`src/hw/fcp_pkg.sv`:
```
/*
  Package for the frequency counter and I/O port block: register offsets,
  field layouts, reset values, state codes and timing counts.
  Assumes a 250 MHz system clock driving every part of the block.
*/
package fcp_pkg;

  // ------------------------------------------------------------
  // Register map
  // ------------------------------------------------------------
  localparam int          ADDR_W       = 4;
  localparam logic [3:0]  OFS_CTRL     = 4'h0;
  localparam logic [3:0]  OFS_PORT     = 4'h4;
  localparam logic [3:0]  OFS_RESULT   = 4'h8;
  localparam logic [3:0]  OFS_STATUS   = 4'hC;

  // Control register layout, high bits first
  typedef struct packed {
    logic [20:0] unused;
    logic        output_choice_bit;   // bit 10
    logic        crystal_select;      // bit 9
    logic        period_input_enable; // bit 8
    logic        high_band_input_enable; // bit 7
    logic        low_band_input_enable;  // bit 6
    logic [2:0]  count_mode_select;   // bits 5:3
    logic        start;               // bit 2
    logic [1:0]  gate_select;         // bits 1:0
  } fcp_ctrl_t;

  // Port register field positions
  localparam int PORT_OUT_LSB = 0;    // output_pin_bits 3:0
  localparam int PORT_DIR_LSB = 4;    // port_direction_bits 8:4
  localparam int PORT_DAT_LSB = 9;    // port_output_bits 13:9
  localparam int NUM_OUT      = 4;
  localparam int NUM_IO       = 5;

  // Status register field positions
  localparam int STAT_BUSY    = 0;
  localparam int STAT_WRAP    = 1;
  localparam int STAT_PIN_LSB = 2;

  // Shared pin positions inside the bidirectional port
  localparam int PIN_PERIOD   = 2;
  localparam int PIN_HIGH     = 3;
  localparam int PIN_LOW      = 4;

  // Reset values
  localparam logic [31:0] CTRL_RESET  = 32'h0000_0000;
  localparam logic [13:0] PORT_RESET  = 14'h0000;

  // Gate and mode codes
  localparam logic [1:0]  GATE_MANUAL = 2'h3;
  localparam logic [2:0]  MODE_LOW0   = 3'h0;
  localparam logic [2:0]  MODE_LOW1   = 3'h1;
  localparam logic [2:0]  MODE_MID    = 3'h2;
  localparam logic [2:0]  MODE_HIGH   = 3'h3;
  localparam logic [2:0]  MODE_PERIOD = 3'h7;
  localparam logic [1:0]  PRESCALE_LAST = 2'h3;

  // Measurement states
  typedef enum logic [2:0] {
    ST_IDLE   = 3'b000,
    ST_GATE   = 3'b001,
    ST_MANUAL = 3'b010,
    ST_PWAIT  = 3'b011,
    ST_PCOUNT = 3'b100
  } fcp_state_t;

  // ------------------------------------------------------------
  // Timing
  // ------------------------------------------------------------
  localparam int CLK_NS       = 4;
  localparam int GATE_1MS_NS  = 1000000;
  localparam int GATE_4MS_NS  = 4000000;
  localparam int GATE_16MS_NS = 16000000;
  localparam int GATE_1MS_CYC  = GATE_1MS_NS / CLK_NS;
  localparam int GATE_4MS_CYC  = GATE_4MS_NS / CLK_NS;
  localparam int GATE_16MS_CYC = GATE_16MS_NS / CLK_NS;
  localparam int PULSE_20US_NS = 20000;
  localparam int PULSE_6U6_NS  = 6600;
  localparam int PULSE_1U1_NS  = 1100;
  localparam int PULSE_20US_CYC = PULSE_20US_NS / CLK_NS;
  localparam int PULSE_6U6_CYC  = PULSE_6U6_NS / CLK_NS;
  localparam int PULSE_1U1_CYC  = PULSE_1U1_NS / CLK_NS;
  localparam int XTAL_LO_KHZ   = 4500;
  localparam int XTAL_HI_KHZ   = 7200;
  localparam int XTAL_LO_CYC   = 1000000 / (XTAL_LO_KHZ * CLK_NS);
  localparam int XTAL_HI_CYC   = 1000000 / (XTAL_HI_KHZ * CLK_NS);
  localparam int TMR_W         = 22;
  localparam int PUL_W         = 13;

endpackage

```
`src/hw/fcp_top.sv`:
```
/*
  Frequency / period counter with general purpose output and I/O port.
  Assumes registers are reached over a plain strobe port on CLK_SYS and
  that all pins arrive asynchronously and are resynchronised here.
*/
// Implementation choices: the register addresses and strobed register access.
`timescale 1ns/1ns
`default_nettype none

// Notes on behaviour
// - Frequency mode counts selected input edges during a fixed gate.
// - Period mode counts measurement pulses over one period-pin period.
// - Gate select picks gate time and period pulse; 11 is manual.
// - Manual gate counts while start is 1; host keeps it two transfers.
// - Manual counting begins and ends on the write that changes start.
// - Every write with start set begins a new measurement.
// - Mode field selects low, mid, high band or period input.
// - Mode with upper 1, middle 0 turns phase_out_2 into fourth output.
// - High band input is divided by four in high mode; mid mode counts it undivided.
// - Input enable bits turn shared pins into counter inputs.
// - Result reads back in binary; output choice must be 0.
// - Busy is 1 during a measurement and 0 once finished.
// - Output pin bits drive the dedicated outputs in parallel.
// - Direction bit 0 makes a port pin input, 1 output.
// - Port pin levels are returned to the host as port input bits.
// - Port pin levels are latched at the transfer that reads them.
// - Output-mode port pins drive their port output bits.
// - Reset clears direction and output bits: inputs, outputs low.
// - Crystal select picks 4.5 or 7.2 MHz rate for manual pulses.
module fcp_top #(
  parameter int GATE_1MS  = fcp_pkg::GATE_1MS_CYC,
  parameter int GATE_4MS  = fcp_pkg::GATE_4MS_CYC,
  parameter int GATE_16MS = fcp_pkg::GATE_16MS_CYC,
  parameter int PULSE_20US = fcp_pkg::PULSE_20US_CYC
) (
  input  wire logic        CLK_SYS,
  input  wire logic        RESET,
  input  wire logic [3:0]  ADDR,
  input  wire logic [31:0] WDATA,
  input  wire logic        WR,
  input  wire logic        RD,
  output var  logic [31:0] RDATA,
  input  wire logic [4:0]  BIDIR_PORT_IN,
  output var  logic [4:0]  BIDIR_PORT_OUT,
  output var  logic [4:0]  BIDIR_PORT_OE,
  output var  logic [3:0]  DEDICATED_OUTPUT_PINS,
  output var  logic        PHASE_OUT_2,
  output var  logic        PHASE_OUT_2_OE
);

  // ------------------------------------------------------------
  // Registers and synchronisers
  // ------------------------------------------------------------
  fcp_pkg::fcp_ctrl_t      ctrl_q;
  logic [13:0]             port_q;
  logic [4:0]              pin_s1_q;
  logic [4:0]              pin_s2_q;
  logic [4:0]              pin_s3_q;
  logic [15:0]             count_q;
  logic                    wrap_q;
  logic                    busy_q;
  fcp_pkg::fcp_state_t     state_q;
  logic [fcp_pkg::TMR_W-1:0] timer_q;
  logic [fcp_pkg::PUL_W-1:0] pul_q;
  logic [1:0]              pre_q;
  logic                    wr_ctrl;
  logic                    start_wr;
  logic                    stop_wr;
  logic [2:0]              mode;
  logic                    freq_edge;
  logic                    per_edge;
  logic                    pulse_tick;
  logic                    count_en;
  logic [fcp_pkg::TMR_W-1:0] gate_len;
  logic [fcp_pkg::PUL_W-1:0] pul_len;
  logic [4:0]              pin_rise;

  // Decoded write events
  assign wr_ctrl  = WR && (ADDR == fcp_pkg::OFS_CTRL);
  assign start_wr = wr_ctrl && WDATA[2];
  assign stop_wr  = wr_ctrl && !WDATA[2];
  assign mode     = ctrl_q.count_mode_select;
  assign pin_rise = pin_s2_q & ~pin_s3_q;

  // Control register write
  always_ff @(posedge CLK_SYS or posedge RESET) begin
    if (RESET) begin
      ctrl_q <= fcp_pkg::CTRL_RESET;
    end else if (wr_ctrl) begin
      ctrl_q <= WDATA;
    end
  end

  always_ff @(posedge CLK_SYS or posedge RESET) begin
    if (RESET) begin
      port_q <= fcp_pkg::PORT_RESET;
    end else if (WR && (ADDR == fcp_pkg::OFS_PORT)) begin
      port_q <= WDATA[13:0];
    end
  end

  // Two-stage pin synchroniser plus a delay stage for edge finding
  always_ff @(posedge CLK_SYS or posedge RESET) begin
    if (RESET) begin
      pin_s1_q <= 5'h0;
      pin_s2_q <= 5'h0;
      pin_s3_q <= 5'h0;
    end else begin
      pin_s1_q <= BIDIR_PORT_IN;
      pin_s2_q <= pin_s1_q;
      pin_s3_q <= pin_s2_q;
    end
  end

  // ------------------------------------------------------------
  // Counter input selection
  // ------------------------------------------------------------
  // mode picks the input
  always_comb begin
    freq_edge = 1'b0;
    unique case (mode)
      fcp_pkg::MODE_LOW0, fcp_pkg::MODE_LOW1:
        freq_edge = pin_rise[fcp_pkg::PIN_LOW] && ctrl_q.low_band_input_enable;
      fcp_pkg::MODE_MID:
        freq_edge = pin_rise[fcp_pkg::PIN_HIGH] &&
                    ctrl_q.high_band_input_enable;
      fcp_pkg::MODE_HIGH:
        freq_edge = pin_rise[fcp_pkg::PIN_HIGH] &&
                    ctrl_q.high_band_input_enable &&
                    (pre_q == fcp_pkg::PRESCALE_LAST);
      default:
        freq_edge = 1'b0;
    endcase
  end

  assign per_edge = pin_rise[fcp_pkg::PIN_PERIOD] &&
                    ctrl_q.period_input_enable;

  always_ff @(posedge CLK_SYS or posedge RESET) begin
    if (RESET) begin
      pre_q <= 2'h0;
    end else if (start_wr) begin
      pre_q <= 2'h0;
    end else if (pin_rise[fcp_pkg::PIN_HIGH] &&
                 ctrl_q.high_band_input_enable) begin
      pre_q <= pre_q + 2'h1;
    end
  end

  // ------------------------------------------------------------
  // Time base: gate length and period measurement pulses
  // ------------------------------------------------------------
  // gate and pulse choice
  always_comb begin
    gate_len = fcp_pkg::TMR_W'(GATE_1MS);
    pul_len  = fcp_pkg::PUL_W'(PULSE_20US);
    unique case (ctrl_q.gate_select)
      2'h0: begin
        gate_len = fcp_pkg::TMR_W'(GATE_1MS);
        pul_len  = fcp_pkg::PUL_W'(PULSE_20US);
      end
      2'h1: begin
        gate_len = fcp_pkg::TMR_W'(GATE_4MS);
        pul_len  = fcp_pkg::PUL_W'(fcp_pkg::PULSE_6U6_CYC);
      end
      2'h2: begin
        gate_len = fcp_pkg::TMR_W'(GATE_16MS);
        pul_len  = fcp_pkg::PUL_W'(fcp_pkg::PULSE_1U1_CYC);
      end
      2'h3: begin
        gate_len = fcp_pkg::TMR_W'(GATE_1MS);
        pul_len  = ctrl_q.crystal_select ?
                   fcp_pkg::PUL_W'(fcp_pkg::XTAL_HI_CYC) :
                   fcp_pkg::PUL_W'(fcp_pkg::XTAL_LO_CYC);
      end
    endcase
  end

  // Pulse divider, restarted with each measurement
  always_ff @(posedge CLK_SYS or posedge RESET) begin
    if (RESET) begin
      pul_q <= '0;
    end else if (start_wr || pulse_tick) begin
      pul_q <= '0;
    end else begin
      pul_q <= pul_q + 1'b1;
    end
  end
  assign pulse_tick = (pul_q == pul_len - 1'b1);

  // Gate timer runs only in the timed gate state
  always_ff @(posedge CLK_SYS or posedge RESET) begin
    if (RESET) begin
      timer_q <= '0;
    end else if (start_wr) begin
      timer_q <= '0;
    end else if (state_q == fcp_pkg::ST_GATE) begin
      timer_q <= timer_q + 1'b1;
    end
  end

  // ------------------------------------------------------------
  // Measurement sequencer
  // ------------------------------------------------------------
  // timed gate, manual gate and period states
  always_ff @(posedge CLK_SYS or posedge RESET) begin
    if (RESET) begin
      state_q <= fcp_pkg::ST_IDLE;
    end else if (start_wr) begin
      if (WDATA[5:3] == fcp_pkg::MODE_PERIOD) begin
        state_q <= fcp_pkg::ST_PWAIT;
      end else if (WDATA[1:0] == fcp_pkg::GATE_MANUAL) begin
        state_q <= fcp_pkg::ST_MANUAL;
      end else begin
        state_q <= fcp_pkg::ST_GATE;
      end
    end else begin
      unique case (state_q)
        fcp_pkg::ST_IDLE: begin
          state_q <= fcp_pkg::ST_IDLE;
        end
        fcp_pkg::ST_GATE: begin
          if (timer_q == gate_len - 1'b1) begin
            state_q <= fcp_pkg::ST_IDLE;
          end
        end
        fcp_pkg::ST_MANUAL: begin
          if (stop_wr) begin
            state_q <= fcp_pkg::ST_IDLE;
          end
        end
        fcp_pkg::ST_PWAIT: begin
          if (per_edge) begin
            state_q <= fcp_pkg::ST_PCOUNT;
          end
        end
        fcp_pkg::ST_PCOUNT: begin
          if (per_edge) begin
            state_q <= fcp_pkg::ST_IDLE;
          end
        end
        default: begin
          state_q <= fcp_pkg::ST_IDLE;
        end
      endcase
    end
  end

  // Count enables per state
  always_comb begin
    count_en = 1'b0;
    if ((state_q == fcp_pkg::ST_GATE) || (state_q == fcp_pkg::ST_MANUAL)) begin
      count_en = freq_edge;
    end else if (state_q == fcp_pkg::ST_PCOUNT) begin
      count_en = pulse_tick && !per_edge;
    end
  end

  always_ff @(posedge CLK_SYS or posedge RESET) begin
    if (RESET) begin
      count_q <= 16'h0000;
      wrap_q  <= 1'b0;
    end else if (start_wr) begin
      count_q <= 16'h0000;
      wrap_q  <= 1'b0;
    end else if (count_en && !stop_wr) begin
      count_q <= count_q + 16'h0001;
      if (count_q == 16'hFFFF) begin
        wrap_q <= 1'b1;
      end
    end
  end

  always_ff @(posedge CLK_SYS or posedge RESET) begin
    if (RESET) begin
      busy_q <= 1'b0;
    end else begin
      busy_q <= start_wr || (state_q != fcp_pkg::ST_IDLE &&
                !(state_q == fcp_pkg::ST_MANUAL && stop_wr));
    end
  end

  // ------------------------------------------------------------
  // Pin drivers
  // ------------------------------------------------------------
  // dedicated outputs
  always_ff @(posedge CLK_SYS or posedge RESET) begin
    if (RESET) begin
      DEDICATED_OUTPUT_PINS <= 4'h0;
      PHASE_OUT_2           <= 1'b0;
      PHASE_OUT_2_OE        <= 1'b0;
    end else begin
      DEDICATED_OUTPUT_PINS <= port_q[fcp_pkg::PORT_OUT_LSB +: fcp_pkg::NUM_OUT];
      PHASE_OUT_2           <= port_q[fcp_pkg::PORT_OUT_LSB + 3];
      PHASE_OUT_2_OE        <= mode[2] && !mode[1];
    end
  end

  always_ff @(posedge CLK_SYS or posedge RESET) begin
    if (RESET) begin
      BIDIR_PORT_OUT <= 5'h0;
      BIDIR_PORT_OE  <= 5'h0;
    end else begin
      BIDIR_PORT_OUT <= port_q[fcp_pkg::PORT_DAT_LSB +: fcp_pkg::NUM_IO];
      BIDIR_PORT_OE  <= port_q[fcp_pkg::PORT_DIR_LSB +: fcp_pkg::NUM_IO] &
                        ~{ctrl_q.low_band_input_enable,
                          ctrl_q.high_band_input_enable,
                          ctrl_q.period_input_enable, 2'b00};
    end
  end

  // ------------------------------------------------------------
  // Read port
  // ------------------------------------------------------------
  // binary result
  always_ff @(posedge CLK_SYS or posedge RESET) begin
    if (RESET) begin
      RDATA <= 32'h0000_0000;
    end else if (RD) begin
      unique case (ADDR)
        fcp_pkg::OFS_CTRL:   RDATA <= ctrl_q;
        fcp_pkg::OFS_PORT:   RDATA <= {18'h0_0000, port_q};
        fcp_pkg::OFS_RESULT: RDATA <= ctrl_q.output_choice_bit ?
                                      32'h0000_0000 : {16'h0000, count_q};
        fcp_pkg::OFS_STATUS: RDATA <= {25'h000_0000, pin_s2_q,
                                       wrap_q, busy_q};
        default:             RDATA <= 32'h0000_0000;
      endcase
    end else begin
      RDATA <= 32'h0000_0000;
    end
  end

endmodule

`default_nettype wire

```
`config.mk`:
```
export PLATFORM = sky130hd
export DESIGN_NAME = fcp_top
export DESIGN_NICKNAME = d
export VERILOG_FILES = /design/src/hw/fcp_pkg.sv /design/src/hw/fcp_top.sv
export SDC_FILE = /design/constraint.sdc
export NUM_CORES = 1
export LEC_CHECK = 0
export ABC_AREA = 0
export BUFFER_PORTS_ARGS = -buffer_cell sky130_fd_sc_hd__buf_2
export CAP_MARGIN = 40
export CELL_PAD_IN_SITES_DETAIL_PLACEMENT = 0
export CELL_PAD_IN_SITES_GLOBAL_PLACEMENT = 1
export CORE_MARGIN = 2
export CORE_UTILIZATION = 40
export CTS_CLUSTER_DIAMETER = 100
export CTS_CLUSTER_SIZE = 30
export DETAILED_ROUTE_END_ITERATION = 7
export PLACE_DENSITY = 0.74
export REMOVE_ABC_BUFFERS = 1
export SETUP_SLACK_MARGIN = 0.1
export SLEW_MARGIN = 25
export SYNTH_ARGS = -nofsm -noshare
export SYNTH_HDL_FRONTEND = slang
export SYNTH_SLANG_ARGS = --single-unit
```
`constraint.sdc`:
```
create_clock -name CLK_SYS -period 13.9 [get_ports CLK_SYS]
set_input_delay 2.78 -clock CLK_SYS [delete_from_list [all_inputs] [get_ports CLK_SYS]]
set_output_delay 2.78 -clock CLK_SYS [all_outputs]
set_load 0.01 [all_outputs]
```
==> metrics.txt <==
final setup fails 0; layout cell share with drive strength beyond 1 25.4%; Post-synth top cells 164 x dfrtp_1, 65 x nor2_1, 45 x nand2_1; worst setup path startpoint ADDR[1]; HPWL Detailed 10900 um; Yosys reg bits 164; routed vias/inst 5.41; Slew Limit Fails 0; CP required 14.21 ns; first-pass iteration count of the detailed router 5; CTS clock-pin slew for the worst setup and hold paths 0.06 ns; PnR worst setup slack 8.59 ns; syn_area_per_cell 11.5 um2; ant diodes 0; Tightest Pin Transition 0.783 ns; die width 137 um; status complete, no violations; fin crit share 38.2%; Post-Place Worst Slack 8.19 ns; vias in the first global route 5044; ys flop type dfrtp_1; drt initial violations 328; skew final 0.00918 ns; Hold Path Class reg2reg; Worst R2R End count_q[6]; maximum VDD drop 0.000123 V; global-route wire length before repair 26500 um; Mapped Cells 619; synth unique cells 54; Avg WL per Cell 17.1 um; critical path fanouts, max 35; DRC Markers 0; port buffer count 92; row count 48; R2R setup slack 10.33 ns; Core Area 17400 um2; PD cells 174 nW/um2; R2R depth 9; Switching Share 31.3%; Worst Hold End pin_s2_q[0]; gr usage total 18.3%; count leader, synth dfrtp_1; combinational power share 19.4%; routability cong. 0.809; # hold bufs at CTS 0; final hold vios 0; EDFF count, synth 0; final net count 768; htree depth 4; Initial Util 41.0%; initial antenna violation count 0; synth top area cells dfrtp_1 58%, mux2_2 7.0%, nor2_1 3.4%, xor2_1 2.8%, and3_1 2.5%; drt total wl 16300 um; ys async rst share 100%; post-route setup TNS 0 ns; hold path cells 0; Area growth syn-to-layout 19.0%; vias 5143; Max Cap Violations 0; P_sw 0.000461 W; RSZ-0062 raised after global routing no; top achievable clock speed 188 MHz; worst skew pair latency 0.42 ns; Worst Path Arrival 5.62 ns; HP Start pin_s1_q[0]; R2R Path Start ctrl_q[1]; Die Span Y 137 um; sequential element share of the synthesized area 57.6%; Die ar. 18900 um2; fillcell total 1557; CTS max path bufs 2; CP Launch Type input port; largest net degree at the start of global routing 89; CTS Sinks 164; Post-Syn Area 7120 um2; fin cells 950; Ports 93; Pleak 3.98 nW; Flop pwr share 48.6%; Antenna Nets Post-Route 0; grt ovf 0; slew margin rel. 47.7%; CTS root buf clkbuf_16; multi-input logic area 2880 um2; CTS tree done; Syn. warnings 0; post-synth top area share 57.6%; Period minus WS final 5.31 ns; Clock Power Share 32.0%; post_cts resized 0; Pwr Total 0.00147 W; critical path class in2reg; register area 4100 um2; TritonCTS buffer count 17; dpl cells 917; postcts setup bufs 0; Critical Path End Type flip-flop; Yosys top cell by area dfrtp_1; minimum hold slack 0.351 ns; Pint 0.00101 W
routing by layer:
layer  share of wire, %  wire length (um)  track usage [%]
met1                 47              7710             26.0
met2                 46              7410             28.2
met3                5.9               953             3.97
met4                1.1               182             5.38
met5                  0                 0                0
sequential cells by signal, indices dropped and copies added, names as in the netlist, 13 cells and up:
register	flops
port_q	14
timer_q	22
ctrl_q	29
pul_q	13
count_q	16
RDATA	32
layout make-up:
class	count	share of cell area, %
flip-flops and latches	164	48.4
multi-input cells	420	34.0
repair buffers	100	6.71
clock buffers	22	5.60
well taps	225	3.32
clock inverters	10	1.42
inverters	9	0.458
worst max path at each step:
stage                       end  cells past startpoint
5_1_grt             count_q[15]                      9
2_1_floorplan  BIDIR_PORT_OE[0]                      1
6_report            count_q[15]                      9
4_1_cts             count_q[15]                      9
3_5_place_dp        count_q[15]                      9
3_3_place_gp        count_q[15]                      9
placed cells by master (no fill, tap or decap), types with 6 or more instances in the layout:
master	n
xnor2_1	19
nor3_1	15
a21o_1	7
ha_1	11
clkbuf_16	17
a222oi_1	15
nor2_1	65
o21ai_0	11
inv_1	8
mux2_2	44
nand4_1	15
a21oi_1	17
dfrtp_1	164
or3_1	10
xor2_1	23
a31oi_1	6
buf_2	92
nor2b_1	8
nand3_1	22
and3_1	28
nand2_1	45
a211o_1	8
critical path: stages:
cell and delay [ns]:
buf_2 0.13, nor4_4 0.26, buf_4 0.39, nand2_1 0.43
nand4_1 0.30, nor4_4 0.06, a31oi_4 0.68, mux2_2 0.41
a21o_1 0.17
power by group through the flow:
| stage | sequential [W] | clock, W | combinational (W) |
|---|---|---|---|
| after floorplan | 0.000689 | 0 | 0.000216 |
| after global placement | 0.000716 | 0 | 0.000275 |
| after detailed placement | 0.000721 | 0 | 0.000286 |
| after CTS | 0.000714 | 0.000480 | 0.000289 |
| after global routing | 0.000734 | 0.000503 | 0.000322 |
| final | 0.000717 | 0.000471 | 0.000286 |
per-stage QoR:
step                      util [%]  cell area (um2)
after floorplan                  -             7000
after global placement        45.0             7810
after detailed placement      45.2             7850
after CTS                     48.6             8440
after global routing          48.8             8470
final                         48.8             8470
cells by family (layout without fill, tap and decap cells):
group | Yosys count | count (layout) | share of synthesized area [%]
AOI/OAI and AO/OA | 81 | 81 | 8.40
xor gates and xnor gates | 42 | 42 | 5.17
adders and majority gates | 11 | 11 | 1.93
buffers and inverters | 35 | 141 | 2.13
DFF | 164 | 164 | 57.6
muxes | 47 | 47 | 7.38
and+or+nand+nor | 239 | 239 | 17.3
Note: power is estimated with default switching activity, not from simulation.
